<file path="config.mk">
export PLATFORM = sky130hd
export DESIGN_NAME = internal_osc_block_ctrl
export DESIGN_NICKNAME = d
export VERILOG_FILES = /design/src/osc_block_pkg.sv /design/src/internal_osc_block_ctrl.sv
export VERILOG_INCLUDE_DIRS = /design/src
export SDC_FILE = /design/constraint.sdc
export NUM_CORES = 1
export LEC_CHECK = 0
export BUFFER_PORTS_ARGS = -buffer_cell sky130_fd_sc_hd__buf_2
export CAP_MARGIN = 40
export CORE_MARGIN = 2
export CORE_UTILIZATION = 45
export DETAILED_ROUTE_END_ITERATION = 7
export PLACE_DENSITY = 0.77
export SYNTH_ARGS = -nofsm -noshare
export SYNTH_HDL_FRONTEND = slang
export SYNTH_SLANG_ARGS = --single-unit
export TNS_END_PERCENT = 10
</file>
<file path="constraint.sdc">
create_clock -name clk -period 4.94 [get_ports clk]
set_input_delay 0.494 -clock clk [delete_from_list [all_inputs] [get_ports clk]]
set_output_delay 0.494 -clock clk [all_outputs]
set_load 0.03 [all_outputs]
</file>
<file path="src/osc_block_defines.svh">
`ifndef OSC_BLOCK_DEFINES_SVH
`define OSC_BLOCK_DEFINES_SVH

// register byte addresses
`define ADDR_CONTROL 12'h000
`define ADDR_TUNING 12'h004
`define ADDR_STATUS 12'h008
`define ADDR_CONFIG 12'h00C

// control register fields
`define CTL_FSEL_LSB 4
`define CTL_FSEL_MSB 6
`define FSEL_RESET 3'h4
`define FSEL_8M 3'h7
`define FSEL_4M 3'h6
`define FSEL_2M 3'h5
`define FSEL_125K 3'h1
`define FSEL_31K 3'h0

// tuning register fields
`define TUN_SRC_BIT 7
`define TUN_MUL_BIT 6
`define TUN_TRIM_MSB 4
`define TUN_TRIM_LSB 0

// config register fields
`define CFG_OSC_LSB 0
`define CFG_OSC_MSB 3
`define CFG_PWRT_BIT 4
`define CFG_FSCM_BIT 5
`define CFG_WDT_BIT 6
`define CFG_TSS_BIT 7
`define OSC_CFG_CLKOUT 4'h9
`define OSC_CFG_PINS_IO 4'h8
`define OSC_CFG_RESET 4'h8

// timing
`define CLK_HZ 10000000
`define SETTLE_US 1000
`define SETTLE_CYCLES ((`SETTLE_US * (`CLK_HZ / 1000000)))
`define SETTLE_W 14

`endif

</file>
<file path="src/osc_block_pkg.sv">
package osc_block_pkg;
  `include "osc_block_defines.svh"

  typedef enum logic [1:0] {
    SRC_FAST_DIRECT,
    SRC_POSTSCALER,
    SRC_LOW_POWER_RC
  } clk_source_t;

  typedef struct packed {
    logic [2:0] freqSel;
    logic srcSel;
    logic mulEnable;
    logic [4:0] trimValue;
    logic [3:0] oscConfig;
    logic pwrtEn;
    logic fscmEn;
    logic wdtEn;
    logic tssEn;
    logic [13:0] settleCnt;
    logic [31:0] prdata;
    logic [1:0] div4Cnt;
    logic clkOutDiv4;
  } state_t;

  typedef struct packed {
    logic portA6Out;
    logic portA6Oe_n;
    logic portA7Out;
    logic portA7Oe_n;
  } port_drive_t;
endpackage : osc_block_pkg
</file>
<file path="src/internal_osc_block_ctrl.sv">
`timescale 1ns/10ps
`include "osc_block_defines.svh"
//
// Contract
// - fast clock 8 MHz drives clock directly or feeds postscaler, 31 kHz to 4 MHz
// - fast oscillator enabled for selections 125 kHz through 8 MHz, and for 31 kHz when tuning bit 7 is set
// - rc oscillator runs when selected or timer, monitor, watchdog, two-speed enabled
// - frequency select field chooses fast direct, rc direct or postscaler tap
// - select 111 is 8 MHz, 110 is 4 MHz, 101 is 2 MHz; reset 1 MHz
// - clkout mode: out pin gives clock divided by 4, in pin is port bit 7
// - pins io mode: in pin port bit 7, out pin port bit 6
// - trim write shifts fast oscillator only, uniform step, rc unaffected
// - fast oscillator settles within 1 ms, no completion flag
// - 5-bit signed trim: 01111 max, 0 centre, 10000 min
// - tuning bit 6 switches 4x multiplier, up to 32 MHz
// - multiplier only with primary config 1001 or 1000
// - multiplier also needs select 111 or 110
// - enable bit forced 0, ignores writes, reads 0 when unavailable
// - tuning bit 7 picks source for the 31 kHz option
// - bit set: fast divided by 256; clear: rc oscillator
module internal_osc_block_ctrl
  import osc_block_pkg::*;
(
  input wire logic clk, // 10 MHz clock
  input wire logic rst_n, // sync reset, active low
  input wire logic psel, // apb select
  input wire logic penable, // apb enable
  input wire logic pwrite, // apb direction
  input wire logic [11:0] paddr, // apb byte address
  input wire logic [31:0] pwdata, // apb write data
  output logic [31:0] prdata, // apb read data
  output logic pready, // apb ready
  output logic pslverr, // apb error
  input wire logic portA6OutData, // port latch bit 6
  input wire logic portA6Dir_n, // port bit 6 drive, low drives
  input wire logic portA7OutData, // port latch bit 7
  input wire logic portA7Dir_n, // port bit 7 drive, low drives
  input wire logic oscPinInIn, // osc in pin level
  input wire logic oscPinOutIn, // osc out pin level
  output logic oscPinInOut, // osc in pin drive value
  output logic oscPinInOe_n, // osc in pin enable, low drives
  output logic oscPinOutOut, // osc out pin drive value
  output logic oscPinOutOe_n, // osc out pin enable, low drives
  output logic portA6In, // synced port bit 6 input
  output logic portA7In, // synced port bit 7 input
  output logic fastOscEnable, // fast oscillator run
  output logic lowPowerRcEnable, // rc oscillator run
  output logic [1:0] clkSource, // clk_source_t selection
  output logic [2:0] postscalerTap, // postscaler tap code
  output logic postscalerDiv256, // postscaler divide-by-256 tap
  output logic multiplierOn, // 4x multiplier run
  output logic [4:0] fastOscTrim, // signed trim to fast oscillator
  output logic fastOscSettling // trim shift in progress
);

  state_t st_r;
  state_t st_nxt;
  logic [1:0] a6Sync_r;
  logic [1:0] a7Sync_r;
  logic mulAvail;
  logic mulAllowedFreq;
  logic isWrite;
  logic isRead;
  logic addrOk;
  logic [7:0] tuningRead;

  // ---------------------------------------------------------------
  // pin input synchronisers
  // ---------------------------------------------------------------
  always_ff @(posedge clk) begin
    if (!rst_n) begin
      a6Sync_r <= 2'h0;
      a7Sync_r <= 2'h0;
    end else begin
      a6Sync_r <= {a6Sync_r[0], oscPinOutIn};
      a7Sync_r <= {a7Sync_r[0], oscPinInIn};
    end
  end

  // ---------------------------------------------------------------
  // multiplier qualification
  // ---------------------------------------------------------------
  assign mulAvail = (st_r.oscConfig == `OSC_CFG_CLKOUT) ||
                    (st_r.oscConfig == `OSC_CFG_PINS_IO);
  assign mulAllowedFreq = (st_r.freqSel == `FSEL_8M) ||
                          (st_r.freqSel == `FSEL_4M);
  assign multiplierOn = st_r.mulEnable && mulAvail && mulAllowedFreq;

  assign isWrite = psel && penable && pwrite;
  assign isRead = psel && !pwrite;
  assign tuningRead = {st_r.srcSel, st_r.mulEnable & mulAvail, 1'b0,
                       st_r.trimValue};

  always_comb begin
    if (paddr == `ADDR_CONTROL) begin
      addrOk = 1'b1;
    end else if (paddr == `ADDR_TUNING) begin
      addrOk = 1'b1;
    end else if (paddr == `ADDR_STATUS) begin
      addrOk = 1'b1;
    end else if (paddr == `ADDR_CONFIG) begin
      addrOk = 1'b1;
    end else begin
      addrOk = 1'b0;
    end
  end

  // ---------------------------------------------------------------
  // next state
  // ---------------------------------------------------------------
  always_comb begin
    st_nxt = st_r;
    // fosc/4 for the clock-out pin
    st_nxt.div4Cnt = st_r.div4Cnt + 2'h1;
    if (st_r.div4Cnt[0]) begin
      st_nxt.clkOutDiv4 = ~st_r.clkOutDiv4;
    end
    if (st_r.settleCnt != 14'h0) begin
      st_nxt.settleCnt = st_r.settleCnt - 14'h1;
    end
    if (isWrite && addrOk) begin
      if (paddr == `ADDR_CONTROL) begin
        st_nxt.freqSel = pwdata[`CTL_FSEL_MSB:`CTL_FSEL_LSB];
      end else if (paddr == `ADDR_TUNING) begin
        st_nxt.srcSel = pwdata[`TUN_SRC_BIT];
        st_nxt.mulEnable = pwdata[`TUN_MUL_BIT] & mulAvail;
        st_nxt.trimValue = pwdata[`TUN_TRIM_MSB:`TUN_TRIM_LSB];
        st_nxt.settleCnt = 14'(`SETTLE_CYCLES);
      end else if (paddr == `ADDR_CONFIG) begin
        st_nxt.oscConfig = pwdata[`CFG_OSC_MSB:`CFG_OSC_LSB];
        st_nxt.pwrtEn = pwdata[`CFG_PWRT_BIT];
        st_nxt.fscmEn = pwdata[`CFG_FSCM_BIT];
        st_nxt.wdtEn = pwdata[`CFG_WDT_BIT];
        st_nxt.tssEn = pwdata[`CFG_TSS_BIT];
        if (!((pwdata[`CFG_OSC_MSB:`CFG_OSC_LSB] == `OSC_CFG_CLKOUT) ||
              (pwdata[`CFG_OSC_MSB:`CFG_OSC_LSB] == `OSC_CFG_PINS_IO))) begin
          st_nxt.mulEnable = 1'b0;
        end
      end
    end
    st_nxt.prdata = 32'h0;
    if (isRead) begin
      if (paddr == `ADDR_CONTROL) begin
        st_nxt.prdata = {25'h0, st_r.freqSel, 4'h0};
      end else if (paddr == `ADDR_TUNING) begin
        st_nxt.prdata = {24'h0, tuningRead};
      end else if (paddr == `ADDR_STATUS) begin
        // no completion flag for a trim shift: bit 7 reads 0
        st_nxt.prdata = {24'h0, 1'b0, multiplierOn, fastOscEnable,
                         lowPowerRcEnable, 2'h0, clkSource};
      end else if (paddr == `ADDR_CONFIG) begin
        st_nxt.prdata = {24'h0, st_r.tssEn, st_r.wdtEn, st_r.fscmEn, st_r.pwrtEn,
                         st_r.oscConfig};
      end
    end
  end

  always_ff @(posedge clk) begin
    if (!rst_n) begin
      st_r <= '0;
      st_r.freqSel <= `FSEL_RESET;
      st_r.oscConfig <= `OSC_CFG_RESET;
    end else begin
      st_r <= st_nxt;
    end
  end

  // ---------------------------------------------------------------
  // apb answers: read data registered in setup, one wait-free access
  // ---------------------------------------------------------------
  assign pready = 1'b1;
  assign pslverr = psel && penable && !addrOk;
  assign prdata = st_r.prdata;

  // ---------------------------------------------------------------
  // clock source selection
  // ---------------------------------------------------------------
  always_comb begin
    postscalerDiv256 = 1'b0;
    postscalerTap = st_r.freqSel;
    if (st_r.freqSel == `FSEL_8M) begin
      clkSource = 2'(SRC_FAST_DIRECT);
    end else if (st_r.freqSel == `FSEL_31K) begin
      if (st_r.srcSel) begin
        clkSource = 2'(SRC_POSTSCALER);
        postscalerDiv256 = 1'b1;
      end else begin
        clkSource = 2'(SRC_LOW_POWER_RC);
      end
    end else begin
      clkSource = 2'(SRC_POSTSCALER);
    end
  end

  assign fastOscEnable = (st_r.freqSel >= `FSEL_125K) ||
                         (st_r.freqSel == `FSEL_31K && st_r.srcSel);
  assign lowPowerRcEnable = (clkSource == 2'(SRC_LOW_POWER_RC)) || st_r.pwrtEn ||
                            st_r.fscmEn || st_r.wdtEn || st_r.tssEn;
  assign fastOscTrim = st_r.trimValue;
  assign fastOscSettling = st_r.settleCnt != 14'h0;

  // ---------------------------------------------------------------
  // oscillator pin assignment
  // ---------------------------------------------------------------
  always_comb begin
    oscPinInOut = 1'b0;
    oscPinInOe_n = 1'b1;
    oscPinOutOut = 1'b0;
    oscPinOutOe_n = 1'b1;
    if (st_r.oscConfig == `OSC_CFG_CLKOUT) begin
      oscPinOutOut = st_r.clkOutDiv4;
      oscPinOutOe_n = 1'b0;
      oscPinInOut = portA7OutData;
      oscPinInOe_n = portA7Dir_n;
    end else if (st_r.oscConfig == `OSC_CFG_PINS_IO) begin
      oscPinInOut = portA7OutData;
      oscPinInOe_n = portA7Dir_n;
      oscPinOutOut = portA6OutData;
      oscPinOutOe_n = portA6Dir_n;
    end
  end

  assign portA7In = a7Sync_r[1];
  assign portA6In = (st_r.oscConfig == `OSC_CFG_PINS_IO) ? a6Sync_r[1] : 1'b0;

endmodule : internal_osc_block_ctrl

</file>
# [Word level (Yosys, flattened, before mapping)]
# Index checks and enable logic that the tools add are counted.
[totals] register_bits=71 latch_bits=0 ram_bits=0 rom_bits=0 in_bits=55 output_inout_bits=55 word_cells=97 n_memories=0
[op_classes] n_addsub=2 n_mul=0 div=0 n_lt_le_gt_ge=1 eq_ne=11 shifts=0 n_mux=30 bitwise_logic=7 reduce_logical=29
[ops] operator="2-to-1 mux 14 bit" n=4
[ops] operator="equality test 12 x 4 -> 1 bit, second input constant" n=2
[ops] operator="2-to-1 mux 8 bit" n=3
[ops] operator="2-to-1 mux 1 bit" n=19
[ops] operator="equality test 4 bit, second input constant" n=4
[ops] operator="nonzero test 14 bit" n=1
[ops] operator="subtractor 14 x 1 -> 14 bit, second input constant" n=1
[ops] operator="equality test 12 x 3 -> 1 bit, second input constant" n=1
[ops] operator="logical NOT 12 bit" n=1
[ops] operator="logical AND 1 bit" n=8
[ops] operator="logical OR 1 bit" n=8
[ops] operator="AND reduction 4 bit" n=2
[ops] operator="2-to-1 mux 7 bit" n=1
[ops] operator="equality test 3 bit, second input constant" n=2
[ops] operator="2-to-1 mux 2 bit" n=3
[ops] operator="inverter 1 bit" n=5
[ops] operator="OR reduction 5 bit" n=1
[ops] operator="AND reduction 2 bit" n=2
[ops] operator="greater-or-equal comparator 3 x 1 -> 1 bit, second input constant" n=1
[ops] operator="logical NOT 3 bit" n=1
[ops] operator="AND reduction 3 bit" n=1
[ops] operator="OR reduction 3 bit" n=1
[ops] operator="adder 2 x 1 -> 2 bit, second input constant" n=1
[ops] operator="AND 1 bit" n=2
[ops] operator="other kinds (4)" n=5

# [Logic depth before layout (Yosys ltp)]
[depth] depth_word=11 ltp_mapped=7 ltp_nobuf=6

# [Worst setup path after synthesis]
# Ideal clock, no wire load.
[synth_path] kind="input to output" start="input port paddr[9]" end="output port pslverr" arrival_ps=1792 required_time_ps=4446 setup_slack_ps=2654 path_stages=4 path_buffers=1 path_cell_list="or4_4 or3_1 buf_6 and3_1"
[synth_via] elab_chain_cells=7 word_cells_on_any_way=10 classes_between="eq/ne: 3; mux: 4; reduce/logical: 3"
[synth_lines] item="start: declaration" line_no="internal_osc_block_ctrl.sv:29" rtl="input wire logic [11:0] paddr,"
[synth_lines] item="equality test 12 x 4 -> 1 bit (no line)"
[synth_lines] item="2-to-1 mux 1 bit" line_no="internal_osc_block_ctrl.sv:101" rtl="end else if (paddr == `ADDR_CONFIG) begin"
[synth_lines] item="2-to-1 mux 1 bit" line_no="internal_osc_block_ctrl.sv:99" rtl="end else if (paddr == `ADDR_STATUS) begin"
[synth_lines] item="2-to-1 mux 1 bit" line_no="internal_osc_block_ctrl.sv:97" rtl="end else if (paddr == `ADDR_TUNING) begin"
[synth_lines] item="2-to-1 mux 1 bit (*)" line_no="internal_osc_block_ctrl.sv:95" rtl="if (paddr == `ADDR_CONTROL) begin"
[synth_lines] item="logical NOT 1 bit (*)" line_no="internal_osc_block_ctrl.sv:172" rtl="assign pslverr = psel && penable && !addrOk;"
[synth_lines] item="logical AND 1 bit (*)" line_no="internal_osc_block_ctrl.sv:172"
[synth_lines] item="end: declaration" line_no="internal_osc_block_ctrl.sv:33" rtl="output logic pslverr,"
# Mark *: on every way between the ends. The rest lies on a longest branch, timed or not.

# [Worst setup path after layout]
[layout_path] start="register st_r[45] (netlist bit)" end="output port fastOscSettling"
[layout_via] elab_chain_cells=1
[layout_lines] item="start: declaration" line_no="internal_osc_block_ctrl.sv:56" rtl="state_t st_r;"
[layout_lines] item="start signal: assignment" line_no="internal_osc_block_ctrl.sv:164" rtl="st_r <= st_nxt;"
[layout_lines] item="nonzero test 14 bit" line_no="internal_osc_block_ctrl.sv:200" rtl="assign fastOscSettling = st_r.settleCnt != 14'h0;"
[layout_lines] item="end: declaration" line_no="internal_osc_block_ctrl.sv:53" rtl="output logic fastOscSettling"
# Every way passes these cells.

==> results by group <==
STA
  • Worst hold margin: 387 ps
  • Setup_tns: 0 ps
  • Achievable frequency: 388 MHz
  • Final worst setup slack: 2360 ps
  • Crit share post-route: 52.2%
  • Max-slew violations: 0
  • Actual slew at the worst max-slew pin: 805 ps
  • Max transition margin: 45.8%
  • Minimum clock period: 2580 ps
  • Final Skew: 9.06 ps
  • Setup Viol. Count Final: 0
  • RSZ-0062 raised after global routing: no
  • Final Hold Violating Endpoints: 0

Clock network
  • Cts hold-fix bufs: 0
  • H-tree depth: 2
  • Worst-Skew Late Latency: 300 ps
  • Num CTS Buffers: 5
  • CTS root buffer: clkbuf_8
  • CTS tree: yes
  • PostCTS Resize Cnt: 0
  • Worst-path clk slew: 90 ps
  • Clock tree buffer depth: 2
  • Sink Count: 46
  • Post-CTS setup buffers: 0

Drt
  • Drt total wl: 4950 µm
  • Pre-Repair DR Iteration Count: 4
  • Drt via density: 5.02
  • Residual DRC: 0
  • Via count: 1952
  • Routed Antenna Nets: 0
  • Initial drt markers: 83
  • WL/cell: 12.7 µm

Synth
  • Post-synthesis sequential area ratio: 37.6%
  • Synthesized area: 0.00245 mm²
  • Total number of yosys warnings: 0
  • Post-Syn Area per Cell: 8.81 µm²
  • Post-synthesis cell type count: 46
  • Mapped Cells: 278
  • #FFs+latches synth: 46

Critical path
  • Crit path required time: 4450 ps
  • Max incr delay on CP: 730 ps
  • CP Launch Type: register
  • Critical path origin: st_r[45]
  • CP Cell Sequence: nor4_1, nand4_1, buf_2
  • WP data arrival: 2080 ps
  • Critical path class: register to primary output
  • Slowest cell on the critical path: nor4_1
  • R2r worst-path depth: 6
  • Critical path fanouts, max: 7
  • Critical path depth in cells: 3
  • Crit-path leading delay family: simple AND/OR/NAND/NOR gates
  • RR Startpoint: st_r[35]
  • Buf/Inv on CP: 1
  • CP Capture Type: primary output

Die
  • Starting density of the core: 47.4%
  • Die X: 77.8 µm
  • Chip height: 77.8 µm
  • Io pins: 110
  • Core area: 0.00517 mm²
  • Row count: 26
  • Full die area: 0.00605 mm²

Power and ir drop
  • Worst vdd ir: 0.000273 V
  • PD cells: 446 mW/mm²
  • Lkg Pwr: 1.20 nW

Run
  • Max-cap violations: 0

Placed design
  • Post-Place Cells: 381
  • DPL Wire Length: 3800 µm
  • Placer Congestion: 0.840
  • Pre-CTS WS: 2420 ps
  • Buffers on Ports: 60

Outcome
  • Outcome: finished clean

Layout
  • Fillers: 491
  • Multi-input logic area: 0.00124 mm²
  • Fin util: 52.0%
  • Commonest non-fill, non-tap cell in the layout: buf_2
  • P&R area growth vs syn: 9.70%
  • Non-Filler Instances: 389
  • Reg area: 921 µm²
  • Nets@finish: 374
  • Share of cells above drive strength 1: 25.4%
  • ANT cells: 0
  • Most frequent cells in the layout: buf_2 (60), dfxtp_1 (46), nand2_1 (27)

Global routing
  • All-Layer GR Usage: 16.9%
  • Initial antenna violation count: 0
  • GRT overflow: 0
  • Global-route wire length before repair: 8220 µm
  • Vias in the first global route: 1734
  • Largest net degree at the start of global routing: 25

Hold path
  • Hold wc startpoint: oscPinInIn
  • Hold depth: 2
  • Hold crit path type: primary input to register
-- final cells by class --
type                            instances  share of cell area (%)
Multi-Input combinational cell        198                    46.1
Sequential cell                        46                    34.3
Timing Repair Buffer                   60                    11.2
Tap cell                               70                    3.26
Clock buffer                            5                    2.56
Clock inverter                          3                    1.68
Inverter                                7                   0.978
-- synth_stat cells, drive strengths merged --
library cell	number	area, µm²
mux4	1	22.5
a31oi	5	31.3
or4	8	63.8
mux2i	25	250
nor2	25	93.8
a21oi	12	60.1
o31ai	1	7.51
nor3b	3	22.5
nand3	2	10.0
a211oi	3	22.5
a311oi	1	8.76
and4	1	8.76
nor3	4	31.3
dfxtp	46	921
clkinv	1	3.75
and2	5	31.3
or3	8	60.1
clkbuf	7	26.3
nor4	7	58.8
ha	1	12.5
nand2	27	101
o311a	1	10.0
nor2b	2	12.5
nand3b	2	15.0
nand2b	2	12.5
o21ai	6	30.0
nand4	3	18.8
buf	43	324
or2	3	18.8
and3	3	18.8
xnor2	3	26.3
or3b	2	17.5
and4b	1	10.0
conb	2	7.51
or4b	2	20.0
nor4b	2	17.5
inv	6	22.5
mux2	1	11.3
o41ai	1	8.76
-- path summary, 6_finish.rpt --
| check | endpoint | slack, ps |
|---|---|---|
| max | fastOscSettling | 2360 |
| min | a7Sync_r[0] | 390 |
| max reg2reg | st_r[41] | 2830 |
| min reg2reg | a6Sync_r[1] | 440 |
-- cells by family (layout without fill, tap and decap cells) --
group | after synthesis | after routing | share of synthesized area, %
adders and majority gates | 1 | 1 | 0.511
buffers and inverters | 57 | 75 | 15.4
xor gates and xnor gates | 3 | 3 | 1.07
AOI/OAI and AO/OA | 30 | 30 | 7.30
muxes | 27 | 27 | 11.6
and+or+nand+nor | 112 | 112 | 26.3
other | 2 | 25 | 0.307
DFF | 46 | 46 | 37.6
-- flip-flops by register name, summed over array words and instances (netlist names) --
register       cells
a6Sync_r           2
postscalerTap      3
a7Sync_r           2
fastOscTrim        5
prdata             8
st_r              26
-- layer usage --
| layer | share of wire [%] | up-vias | global-route usage [%] | wire length (µm) |
|---|---|---|---|---|
| li1 | - | 989 | - | - |
| met5 | 0 | - | 0 | 0 |
| met3 | 7.1 | 4 | 4.42 | 350 |
| met1 | 45 | 886 | 21.4 | 2250 |
| met4 | 0.93 | 0 | 5.71 | 46 |
| met2 | 47 | 73 | 27.8 | 2310 |
-- metrics by stage --
step,cell area (µm²),total power (W)
floorplan,2540,0.000855
global placement,2570,0.000912
detailed placement,2570,0.000925
CTS,2690,0.00120
global route,2690,0.00129
finish,2690,0.00120
-- report_power, final --
group / total, W / switching, W / internal, W
clock network: 0.000283 / 0.000132 / 0.000151
registers: 0.000476 / 0.0000546 / 0.000422
logic: 0.000440 / 0.000248 / 0.000192
Power figures use the tool's default switching activity.
